===== src/hw/charger_supervision_pkg.sv =====
// Charger supervision constants, map and types.
// Assumes 40 MHz clk_i, classic Wishbone slave.
package charger_supervision_pkg;

  // ==========================================================
  // Clock and timing
  localparam int CLK_HZ          = 40_000_000;
  localparam int SEC_CYCLES_DEF  = CLK_HZ;
  localparam int FAULT_TIME_MS   = 2500;
  localparam int FAULT_CYCLES_DEF = (CLK_HZ / 1000) * FAULT_TIME_MS;
  localparam int PWM_HZ          = 128;
  localparam int PWM_STEPS       = 255;
  localparam int PWM_STEP_CYCLES = CLK_HZ / (PWM_HZ * PWM_STEPS);
  localparam int WDG_STD_S       = 6 * 60;
  localparam int WDG_OTHER_S     = 14 * 60;
  localparam int WDG_STD_LONG_S  = 11 * 60;
  localparam int WDG_OTHER_LONG_S = 29 * 60;
  localparam int WDG_W           = 11;

  // ==========================================================
  // Register map (byte offsets)
  localparam logic [7:0] A_CTL1   = 8'h00;
  localparam logic [7:0] A_WDG    = 8'h04;
  localparam logic [7:0] A_SET    = 8'h08;
  localparam logic [7:0] A_LIMIT  = 8'h0c;
  localparam logic [7:0] A_LED    = 8'h10;
  localparam logic [7:0] A_STATUS = 8'h14;
  localparam logic [7:0] A_EFFECT = 8'h18;

  // Field positions
  localparam int F_CHG_EN   = 2;
  localparam int F_RESTART  = 7;   // Write only
  localparam int F_VOLT     = 8;
  localparam int F_LOCK     = 16;
  localparam int F_LED_SRC  = 1;
  localparam int F_LED_LVL  = 4;
  localparam int F_LED_DUTY = 8;
  localparam int F_LED_PD   = 16;
  localparam int S_BATT_RM  = 0;
  localparam int S_SHORT    = 1;
  localparam int S_SW_MODE  = 2;
  localparam int S_USB_EN   = 3;
  localparam int S_EXT_EN   = 4;
  localparam int S_WDG_EXP  = 5;
  localparam int S_CHARGING = 6;
  localparam int S_BOOST    = 7;
  localparam int S_FALLEN   = 8;

  // Reset values
  localparam logic [6:0] SW_TO_RST    = 7'h7f;
  localparam logic [3:0] CUR_RST      = 4'h0;
  localparam logic [5:0] VOLT_RST     = 6'h00;
  localparam logic [3:0] LIM_CUR_RST  = 4'hf;
  localparam logic [5:0] LIM_VOLT_RST = 6'h3f;
  localparam logic [1:0] BOOST_OFF    = 2'h0;

  // LED supply codes
  localparam logic [1:0] LED_SRC_MID  = 2'h0;
  localparam logic [1:0] LED_SRC_WALL = 2'h1;
  localparam logic [1:0] LED_SRC_AUX  = 2'h2;

  // Synchronised pin vector indices
  localparam int P_VBUS     = 0;
  localparam int P_WALL     = 1;
  localparam int P_DET_N    = 2;
  localparam int P_EXT_ST_N = 3;
  localparam int P_BATT_HI  = 4;
  localparam int P_SHORT    = 5;
  localparam int P_USB_FLT  = 6;
  localparam int P_EXT_FLT  = 7;
  localparam int P_USB_CHG  = 8;
  localparam int P_ACTIVE   = 9;
  localparam int P_SLEEP    = 10;
  localparam int P_NV_LONG  = 11;
  localparam int P_NV_DEP   = 12;
  localparam int P_NV_INV   = 13;
  localparam int NPIN       = 14;

  typedef enum logic [1:0] {
    PATH_NONE,
    PATH_USB,
    PATH_EXT
  } path_e;

endpackage


===== src/hw/charger_supervision_control.sv =====
// Charger supervision: watchdog, limits, path choice, LED, boost.
// Assumes asynchronous pins from analog comparators and straps, and
// rst_i driven by the power-on reset.
//
// Decided for this implementation: the Wishbone slave port and the register offsets.
module charger_supervision_control #(
  parameter int SEC_CYCLES   = charger_supervision_pkg::SEC_CYCLES_DEF,
  parameter int FAULT_CYCLES = charger_supervision_pkg::FAULT_CYCLES_DEF
) (
  input  wire logic        clk_i,
  input  wire logic        rst_i,
  // Wishbone slave
  input  wire logic [7:0]  adr_i,
  input  wire logic [31:0] dat_i,
  input  wire logic [3:0]  sel_i,
  input  wire logic        we_i,
  input  wire logic        cyc_i,
  input  wire logic        stb_i,
  output logic      [31:0] dat_o,
  output logic             ack_o,
  // Pins and comparators
  input  wire logic        vbus_present_i,
  input  wire logic        wall_supply_input_i,
  input  wire logic        charger_type_detect_n_i,
  input  wire logic        ext_charger_status_n_i,
  input  wire logic        battery_sense_input_i,
  input  wire logic        bus_short_i,
  input  wire logic        usb_fault_i,
  input  wire logic        ext_fault_i,
  input  wire logic        usb_charging_i,
  input  wire logic        sys_active_i,
  input  wire logic        sys_sleep_i,
  input  wire logic        nv_long_wdg_i,
  input  wire logic        nv_source_dep_i,
  input  wire logic        nv_detect_invert_i,
  // Controls
  output logic             usb_charge_en_o,
  output logic             ext_charger_enable_n_o,
  output logic      [3:0]  charge_current_o,
  output logic      [5:0]  charge_voltage_o,
  output logic             presence_detect_en_o,
  output logic             battery_removed_o,
  output logic             led_drive_o,
  output logic             led_pulldown_o,
  output logic      [1:0]  led_supply_sel_o,
  output logic      [3:0]  led_current_o,
  output logic             boost_en_o,
  output logic             bus_short_flag_o
);
  import charger_supervision_pkg::*;

  localparam int SW = $clog2(SEC_CYCLES);
  localparam int FW = $clog2(FAULT_CYCLES);
  localparam int PW = $clog2(PWM_STEP_CYCLES);
  localparam logic [SW-1:0] SEC_LAST = SW'(SEC_CYCLES - 1);
  localparam logic [FW-1:0] FLT_LAST = FW'(FAULT_CYCLES - 1);
  localparam logic [PW-1:0] PWM_LAST = PW'(PWM_STEP_CYCLES - 1);
  localparam logic [7:0] SLOT_LAST = 8'(PWM_STEPS - 1);

  typedef struct packed {
    logic [NPIN-1:0] sync1;
    logic [NPIN-1:0] sync2;
    logic            ack;
    logic [31:0]     rdata;
    logic [1:0]      boost_sel;
    logic            chg_en;
    logic [6:0]      sw_to;
    logic [3:0]      cur_set;
    logic [5:0]      volt_set;
    logic [3:0]      lim_cur;
    logic [5:0]      lim_volt;
    logic            lock;
    logic            led_sw_en;
    logic [1:0]      led_src;
    logic [3:0]      led_lvl;
    logic [7:0]      led_duty;
    logic            led_pd_sel;
    logic            st_batt_rm;
    logic            st_short;
    logic            sw_mode;
    logic            wdg_exp;
    path_e           path;
    logic            fallen;
    logic [SW-1:0]   sec_cnt;
    logic [WDG_W-1:0] wdg_cnt;
    logic [FW-1:0]   flt_cnt;
    logic [PW-1:0]   pwm_div;
    logic [7:0]      pwm_slot;
    logic            usb_en;
    logic            ext_en_n;
    logic [3:0]      cur_out;
    logic [5:0]      volt_out;
    logic            det_en;
    logic            batt_rm;
    logic            led_drv;
    logic            led_pd;
    logic [1:0]      led_sup;
    logic [3:0]      led_cur;
    logic            boost_en;
  } state_s;

  state_s st_r;
  state_s st_nxt;

  logic [NPIN-1:0] pins;
  assign pins = {nv_detect_invert_i, nv_source_dep_i, nv_long_wdg_i,
                 sys_sleep_i, sys_active_i, usb_charging_i, ext_fault_i,
                 usb_fault_i, bus_short_i, battery_sense_input_i,
                 ext_charger_status_n_i, charger_type_detect_n_i,
                 wall_supply_input_i, vbus_present_i};

  // ==========================================================
  // Next-state logic
  always_comb begin
    logic [NPIN-1:0] p;
    logic            acc;
    logic            wr;
    logic            rd_wr_wdg;
    logic            wr_set;
    logic            enter_sw;
    logic            restart;
    logic            sec_tick;
    logic            det_usb;
    logic            both;
    logic            batt_gone;
    logic            charge_ok;
    logic            cur_fault;
    logic            chg_active;
    logic            led_on;
    logic            pwm_on;
    logic [WDG_W-1:0] hw_period;
    path_e           high_p;
    path_e           low_p;
    path_e           pref;
    logic [31:0]     rd;

    st_nxt = st_r;
    p      = st_r.sync2;

    // Two-stage synchroniser for every pin
    st_nxt.sync1 = pins;
    st_nxt.sync2 = st_r.sync1;

    // Classic Wishbone: ack one cycle after strobe, then drop
    acc        = cyc_i && stb_i && !st_r.ack;
    wr         = acc && we_i;
    st_nxt.ack = acc;
    rd_wr_wdg  = wr && (adr_i == A_WDG) && sel_i[0];
    wr_set     = wr && (adr_i == A_SET) && (sel_i[0] || sel_i[1]);
    restart    = rd_wr_wdg && dat_i[F_RESTART];
    enter_sw   = rd_wr_wdg || wr_set;

    // Register writes
    if (wr && (adr_i == A_CTL1) && sel_i[0]) begin
      st_nxt.boost_sel = dat_i[1:0];
      st_nxt.chg_en    = dat_i[F_CHG_EN];
    end
    if (rd_wr_wdg) begin
      st_nxt.sw_to = dat_i[6:0];
    end
    if (wr && (adr_i == A_SET) && sel_i[0]) begin
      st_nxt.cur_set = dat_i[3:0];
    end
    if (wr && (adr_i == A_SET) && sel_i[1]) begin
      st_nxt.volt_set = dat_i[F_VOLT +: 6];
    end
    // Lock makes limits read-only until power-on reset
    if (wr && (adr_i == A_LIMIT) && !st_r.lock) begin
      if (sel_i[0]) begin
        st_nxt.lim_cur = dat_i[3:0];
      end
      if (sel_i[1]) begin
        st_nxt.lim_volt = dat_i[F_VOLT +: 6];
      end
      if (sel_i[2]) begin
        st_nxt.lock = dat_i[F_LOCK];
      end
    end
    if (wr && (adr_i == A_LED)) begin
      if (sel_i[0]) begin
        st_nxt.led_sw_en = dat_i[0];
        st_nxt.led_src   = dat_i[F_LED_SRC +: 2];
        st_nxt.led_lvl   = dat_i[F_LED_LVL +: 4];
      end
      if (sel_i[1]) begin
        st_nxt.led_duty = dat_i[F_LED_DUTY +: 8];
      end
      if (sel_i[2]) begin
        st_nxt.led_pd_sel = dat_i[F_LED_PD];
      end
    end
    // Write-one-to-clear status; a new event below wins
    if (wr && (adr_i == A_STATUS) && sel_i[0]) begin
      if (dat_i[S_BATT_RM]) begin
        st_nxt.st_batt_rm = 1'b0;
      end
      if (dat_i[S_SHORT]) begin
        st_nxt.st_short = 1'b0;
      end
    end
    if (enter_sw) begin
      st_nxt.sw_mode = 1'b1;
    end

    // One-second tick for the watchdog
    sec_tick       = (st_r.sec_cnt == SEC_LAST);
    st_nxt.sec_cnt = sec_tick ? '0 : st_r.sec_cnt + 1'b1;

    // Detect input: high means charging port unless inverted
    det_usb = p[P_DET_N] ^ p[P_NV_INV];
    both    = p[P_VBUS] && p[P_WALL];

    // Path priority and one-way fallback
    high_p = det_usb ? PATH_USB : PATH_EXT;
    low_p  = det_usb ? PATH_EXT : PATH_USB;
    if (both) begin
      pref = st_r.fallen ? low_p : high_p;
    end else if (p[P_VBUS]) begin
      pref = PATH_USB;
    end else if (p[P_WALL]) begin
      pref = PATH_EXT;
    end else begin
      pref = PATH_NONE;
    end
    st_nxt.path = pref;

    // Fault timer only with two chargers; one charger stays on
    unique case (st_r.path)
      PATH_USB: cur_fault = p[P_USB_FLT];
      PATH_EXT: cur_fault = p[P_EXT_FLT];
      default:  cur_fault = 1'b0;
    endcase
    if (!both) begin
      st_nxt.fallen  = 1'b0;
      st_nxt.flt_cnt = '0;
    end else if (cur_fault && !st_r.sw_mode && !st_r.fallen) begin
      st_nxt.flt_cnt = st_r.flt_cnt + 1'b1;
      if (st_r.flt_cnt == FLT_LAST) begin
        st_nxt.fallen = 1'b1;
      end
    end else begin
      st_nxt.flt_cnt = '0;
    end

    // Hardware watchdog period
    if (p[P_NV_DEP] && det_usb && pref == PATH_USB) begin
      hw_period = p[P_NV_LONG] ? WDG_W'(WDG_STD_LONG_S)
                               : WDG_W'(WDG_STD_S);
    end else begin
      hw_period = p[P_NV_LONG] ? WDG_W'(WDG_OTHER_LONG_S)
                               : WDG_W'(WDG_OTHER_S);
    end

    // Watchdog: re-armed on unplug, reloaded by software restart
    if (st_r.path == PATH_NONE) begin
      st_nxt.wdg_exp = 1'b0;
      st_nxt.wdg_cnt = st_r.sw_mode ? WDG_W'(st_r.sw_to) : hw_period;
    end else if (restart || (enter_sw && !st_r.sw_mode)) begin
      st_nxt.wdg_exp = 1'b0;
      st_nxt.wdg_cnt = WDG_W'(dat_i[6:0]);
      if (!rd_wr_wdg) begin
        st_nxt.wdg_cnt = WDG_W'(st_r.sw_to);
      end
    end else if (sec_tick && !st_r.wdg_exp) begin
      if (st_r.wdg_cnt <= WDG_W'(1)) begin
        st_nxt.wdg_exp = 1'b1;
        st_nxt.wdg_cnt = '0;
      end else begin
        st_nxt.wdg_cnt = st_r.wdg_cnt - 1'b1;
      end
    end

    // Battery removal seen only while the detector runs
    batt_gone = st_r.det_en && p[P_BATT_HI];
    if (batt_gone) begin
      st_nxt.st_batt_rm = 1'b1;
    end
    st_nxt.batt_rm = batt_gone;

    charge_ok = (st_r.path != PATH_NONE) && !batt_gone &&
                !st_r.st_batt_rm && !st_r.wdg_exp && st_r.chg_en;
    st_nxt.usb_en   = charge_ok && (pref == PATH_USB);
    st_nxt.ext_en_n = !(charge_ok && (pref == PATH_EXT));
    st_nxt.det_en   = charge_ok || p[P_ACTIVE] || p[P_SLEEP];

    // Clamp requested settings to the limit registers
    st_nxt.cur_out  = (st_r.cur_set > st_r.lim_cur) ?
                      st_r.lim_cur : st_r.cur_set;
    st_nxt.volt_out = (st_r.volt_set > st_r.lim_volt) ?
                      st_r.lim_volt : st_r.volt_set;

    // PWM: 255 slots per 128 Hz period
    if (st_r.pwm_div == PWM_LAST) begin
      st_nxt.pwm_div  = '0;
      st_nxt.pwm_slot = (st_r.pwm_slot == SLOT_LAST) ?
                        8'h00 : st_r.pwm_slot + 8'h01;
    end else begin
      st_nxt.pwm_div = st_r.pwm_div + 1'b1;
    end
    pwm_on = (st_r.pwm_slot < st_r.led_duty);

    // LED follows real charging in hardware mode
    chg_active = (st_r.usb_en && p[P_USB_CHG]) ||
                 (!st_r.ext_en_n && !p[P_EXT_ST_N]);
    if (st_r.sw_mode) begin
      led_on         = st_r.led_sw_en;
      st_nxt.led_drv = led_on && pwm_on;
      st_nxt.led_sup = st_r.led_src;
      st_nxt.led_cur = st_r.led_lvl;
    end else begin
      led_on         = chg_active;
      st_nxt.led_drv = led_on;
      st_nxt.led_sup = (st_r.path == PATH_EXT) ?
                       LED_SRC_WALL : LED_SRC_MID;
      st_nxt.led_cur = st_r.led_lvl;
    end
    st_nxt.led_pd = !led_on && st_r.led_pd_sel;

    // Boost stops on a bus short until software clears the flag
    if (st_r.boost_en && p[P_SHORT]) begin
      st_nxt.st_short = 1'b1;
    end
    st_nxt.boost_en = (st_r.boost_sel != BOOST_OFF) &&
                      !st_r.st_short && !st_nxt.st_short && !p[P_SHORT];

    // Read mux; unmapped reads return zero
    rd = 32'h0000_0000;
    unique case (adr_i)
      A_CTL1: begin
        rd[1:0]      = st_r.boost_sel;
        rd[F_CHG_EN] = st_r.chg_en;
      end
      A_WDG: rd[6:0] = st_r.sw_to;
      A_SET: begin
        rd[3:0]        = st_r.cur_set;
        rd[F_VOLT +: 6] = st_r.volt_set;
      end
      A_LIMIT: begin
        rd[3:0]         = st_r.lim_cur;
        rd[F_VOLT +: 6] = st_r.lim_volt;
        rd[F_LOCK]      = st_r.lock;
      end
      A_LED: begin
        rd[0]               = st_r.led_sw_en;
        rd[F_LED_SRC +: 2]  = st_r.led_src;
        rd[F_LED_LVL +: 4]  = st_r.led_lvl;
        rd[F_LED_DUTY +: 8] = st_r.led_duty;
        rd[F_LED_PD]        = st_r.led_pd_sel;
      end
      A_STATUS: begin
        rd[S_BATT_RM]  = st_r.st_batt_rm;
        rd[S_SHORT]    = st_r.st_short;
        rd[S_SW_MODE]  = st_r.sw_mode;
        rd[S_USB_EN]   = st_r.usb_en;
        rd[S_EXT_EN]   = !st_r.ext_en_n;
        rd[S_WDG_EXP]  = st_r.wdg_exp;
        rd[S_CHARGING] = chg_active;
        rd[S_BOOST]    = st_r.boost_en;
        rd[S_FALLEN]   = st_r.fallen;
      end
      A_EFFECT: begin
        rd[3:0]         = st_r.cur_out;
        rd[F_VOLT +: 6] = st_r.volt_out;
      end
      default: rd = 32'h0000_0000;
    endcase
    st_nxt.rdata = acc ? rd : st_r.rdata;
  end

  // ==========================================================
  // State register; power-on reset sets limits to maximum and clears lock
  always_ff @(posedge clk_i) begin
    if (rst_i) begin
      st_r            <= '0;
      st_r.chg_en     <= 1'b1;
      st_r.sw_to      <= SW_TO_RST;
      st_r.cur_set    <= CUR_RST;
      st_r.volt_set   <= VOLT_RST;
      st_r.lim_cur    <= LIM_CUR_RST;
      st_r.lim_volt   <= LIM_VOLT_RST;
      st_r.lock       <= 1'b0;
      st_r.led_pd_sel <= 1'b1;
      st_r.led_pd     <= 1'b1;
      st_r.ext_en_n   <= 1'b1;
      st_r.path       <= PATH_NONE;
      st_r.boost_sel  <= BOOST_OFF;
    end else begin
      st_r <= st_nxt;
    end
  end

  // ==========================================================
  // Outputs straight from the state register
  assign dat_o = st_r.rdata;
  assign ack_o = st_r.ack;
  assign usb_charge_en_o = st_r.usb_en;
  assign ext_charger_enable_n_o = st_r.ext_en_n;
  assign charge_current_o = st_r.cur_out;
  assign charge_voltage_o = st_r.volt_out;
  assign presence_detect_en_o = st_r.det_en;
  assign battery_removed_o = st_r.st_batt_rm;
  assign led_drive_o = st_r.led_drv;
  assign led_pulldown_o = st_r.led_pd;
  assign led_supply_sel_o = st_r.led_sup;
  assign led_current_o = st_r.led_cur;
  assign boost_en_o = st_r.boost_en;
  assign bus_short_flag_o = st_r.st_short;

endmodule


===== config.mk =====
export PLATFORM = sky130hd
export DESIGN_NAME = charger_supervision_control
export DESIGN_NICKNAME = d
export VERILOG_FILES = /design/src/hw/charger_supervision_pkg.sv /design/src/hw/charger_supervision_control.sv
export SDC_FILE = /design/constraint.sdc
export NUM_CORES = 1
export LEC_CHECK = 0
export BUFFER_PORTS_ARGS = -buffer_cell sky130_fd_sc_hd__buf_2
export CORE_MARGIN = 2
export CORE_UTILIZATION = 34
export CTS_CLUSTER_DIAMETER = 60
export DETAILED_ROUTE_END_ITERATION = 8
export HOLD_SLACK_MARGIN = 0.15
export PLACE_DENSITY_LB_ADDON = 0.25
export SLEW_MARGIN = 25
export SYNTH_ARGS = -nofsm -noshare
export SYNTH_HDL_FRONTEND = slang
export SYNTH_SLANG_ARGS = --single-unit

===== constraint.sdc =====
create_clock -name clk_i -period 2.5 [get_ports clk_i]
set_input_delay 0.25 -clock clk_i [delete_from_list [all_inputs] [get_ports clk_i]]
set_output_delay 0.25 -clock clk_i [all_outputs]
set_load 0.005 [all_outputs]

==> qor.csv <==
stage,metric,value,unit
synthesis,yosysWarnings,0,
final_layout,utilization,40.58,%
clocking,cts_buffers,23,
synthesis,synth-edff-count,0,
synthesis,synthArstFlopShare,0,%
synthesis,synth_top_cells_by_count,"dfxtp_1 (205), nor2_1 (157), nand2_1 (79)",
detailed_routing,avgViaCountPerCell,4.887,
clocking,root_buffer,clkbuf_16,
timing,tightest_slew,0.8643,ns
synthesis,ys_seq_area_share,43.07,%
detailed_routing,drtAntennaViolNets,0,
timing,setup_viol,0,
timing,hold_viol,0,
synthesis,yosysTopAreaCell,dfxtp_1,
timing,fin_crit_sh,95.05,%
detailed_routing,drcViolationCount,0,
detailed_routing,wl_per_cell,14.71,microns
global_route,grt_max_degree,60,
final_layout,n_antenna_cell,0,
synthesis,synth-compound-area-share,10.12,%
pwr,ir_drop,0.4734,mV
detailed_routing,first_iter_violations,430,
placement,place_hpwl,16.52,mm
clocking,cts.repair.resized,0,
clocking,post-cts-setup-buffers,0,
outcome,status,"complete, no violations",
synthesis,yosys.area.top_type_share,43.07,%
final_layout,multiInputGateArea,4785,sq um
critical_path,crit_buf_inv,1,
global_route,grt_pass1_vias,7151,
final_layout,ff_latch_area,4104,sq um
floorplanning,die_w,171.4,microns
placement,gp_congestion,0.8515,
floorplanning,rows,61,
critical_path,path_max_fanout,6,
critical_path,path_class,flop to flop,
timing,slew-limit-headroom,42.38,%
critical_path,endpoint_kind,flop,
synthesis,syn_area_per_cell,8.790,sq um
synthesis,synthXorXnorAreaFrac,5.699,%
timing,final.min_clock_period,2.376,ns
pwr,leakage,4.518,nW
clocking,tritoncts,built,
final_layout,areaGrowthSynthToFinish,18.00,%
timing,timing.fmax,0.4208,GHz
synthesis,syn-cell-area,9528,sq um
synthesis,synth.area.mux_share,6.671,%
synthesis,synth_ff_type,dfxtp_1,
floorplanning,die-area,29380,sq um
synthesis,yosysMostFrequentCell,dfxtp_1,
clocking,cts.path.max_buffers,3,
floorplanning,die_h,171.4,microns
hold_path,hold_path.class,primary input to flop,
floorplanning,initial_utilization,34.39,%
critical_path,cp_slowest_stage_delay,0.69,ns
clocking,ctsHoldBuffers,32,
synthesis,synth_area_leaders,"dfxtp_1 (43%), nor2_1 (6.2%), mux2i_1 (5.6%)",
critical_path,worst_path_max_delay_cell,or4b_2,
final_layout,finalInstanceArea,11240,sq um
final_layout,fin_nets,1269,
synthesis,yosys.area_share.adder,3.677,%
timing,clock_skew,0.02147,ns
global_route,grt-ovfl-total,0,
timing,fin_setup_tns,0,ns
critical_path,worstPathRequired,2.94,ns
critical_path,path_delay_family,simple AND/OR/NAND/NOR gates,
floorplanning,core,27710,sq um
timing,rsz0062_at_grt,false,
timing,drv_slew,0,
final_layout,fillers,2810,
floorplanning,io_pins,120,
clocking,clk_latency,0.51,ns
detailed_routing,vias,7677,
synthesis,postSynthCellCount,1084,
clocking,cts.sink_count,205,
clocking,htreeDepth,1,
global_route,grt_use_total,15.54,%
detailed_routing,totalWireLength,23.10,mm
pwr,powerDensity,620.4,nW/um^2
critical_path,path_cells,inv_1 -> ha_1 -> or4b_2 -> a31oi_1 -> a21oi_1 -> mux2_2 -> a211o_1 -> a21oi_2,
global_route,antenna_found_initial,0,
placement,place_area,10200,sq um
critical_path,cp.arrival,2.82,ns
synthesis,netlist-cell-type-count,67,
global_route,grt_pass1_wl,37.26,mm
placement,pre_cts_ws,0.1406,ns
detailed_routing,first_pass_iters,4,
flow_run,maxCapViolations,0,
clocking,path_clk_slew,0.06,ns
critical_path,start_kind,flop,
synthesis,synth_top_family_by_area,simple AND/OR/NAND/NOR gates,
timing,worst_slack,0.1237,ns
synthesis,synth_seq_cells,205,
final_layout,final_layout_size_suffix_gt1_share,14.42,%
synthesis,synthSimpleGateAreaFrac,23.45,%
placement,io_buffers,88,
kinds of logic (layout without fill, tap and decap cells):
family	count (synthesis)	in the layout
AO/OA/AOI/OAI	145	145
XOR/XNOR	62	62
adder cells (fa/ha/maj)	28	28
buffers and inverters	133	228
flip-flops	205	205
multiplexers	60	60
other	1	15
AND/OR/NAND/NOR	450	450
stage by stage:
step | instances | hold WS (ns) | power (W)
5_1_grt | 1571 | 0.2748 | 0.007288
6_report | 1571 | 0.2430 | 0.006976
3_5_place_dp | 1499 | 0.4204 | 0.003795
3_3_place_gp | 1499 | 0.4178 | 0.003794
4_1_cts | 1571 | 0.2298 | 0.007081
2_1_floorplan | 1098 | 0.3751 | 0.003674
path summary, 6_finish.rpt:
kind | start | end | slack [ns] | depth (start not counted)
min reg2reg | st_nxt[199] | st_r[199] | 0.43 | 1
max | st_r[70] | st_r[73] | 0.12 | 8
max reg2reg | st_r[70] | st_r[73] | 0.12 | 8
min | sel_i[2] | st_r[129] | 0.24 | 4
state kept, by name, summed over array words and instances (netlist names):
name and cells:
ack_o 1, battery_removed_o 1, boost_en_o 1, bus_short_flag_o 1
charge_current_o 4, charge_voltage_o 6, dat_o 17, ext_charger_enable_n_o 1
led_current_o 4, led_drive_o 1, led_pulldown_o 1, led_supply_sel_o 2
presence_detect_en_o 1, st_nxt 14, st_r 149, usb_charge_en_o 1
worst register-to-register path, stage by stage, from the launching register on:
cell and delay (ns):
dfxtp_1 0.33, inv_1 0.12, ha_1 0.26, or4b_2 0.69, a31oi_1 0.18, a21oi_1 0.07, mux2_2 0.27, a211o_1 0.30
a21oi_2 0.11
where the power goes:
group	leakage, nW	internal, W	switching (W)
clock	0.360	0.00189	0.00132
sequential	1.66	0.00332	0.0000375
combinational	2.50	0.000179	0.000233
per-layer routing:
metal	share of wire (%)	track usage, %
met5	0	0
met4	2.1	4.274
met3	4.2	2.117
met2	45	25.49
met1	49	21.42
layout make-up:
cell class / count / area share, %
repair buffers: 152 / 9.148
multi-input cells: 760 / 42.56
well taps: 378 / 4.207
clock inverters: 10 / 0.7679
clock buffers: 30 / 5.620
flip-flops and latches: 205 / 36.50
inverters: 36 / 1.202
placed cells by master, fill, tap and decap left out, types with 29 or more instances in the layout:
master         Yosys  final
buf_4             49     31
nor2b_1           38     38
nand3_1           35     35
xor2_1            40     40
nand2_1           79     79
nor2_1           157    157
dfxtp_1          205    205
dlygate4sd3_1      0     32
mux2i_1           53     53
a22oi_1           29     29
buf_2              1     87
nand4_1           31     31
a21oi_1           31     31
inv_1             35     35
(Power assumes the default switching activity.)
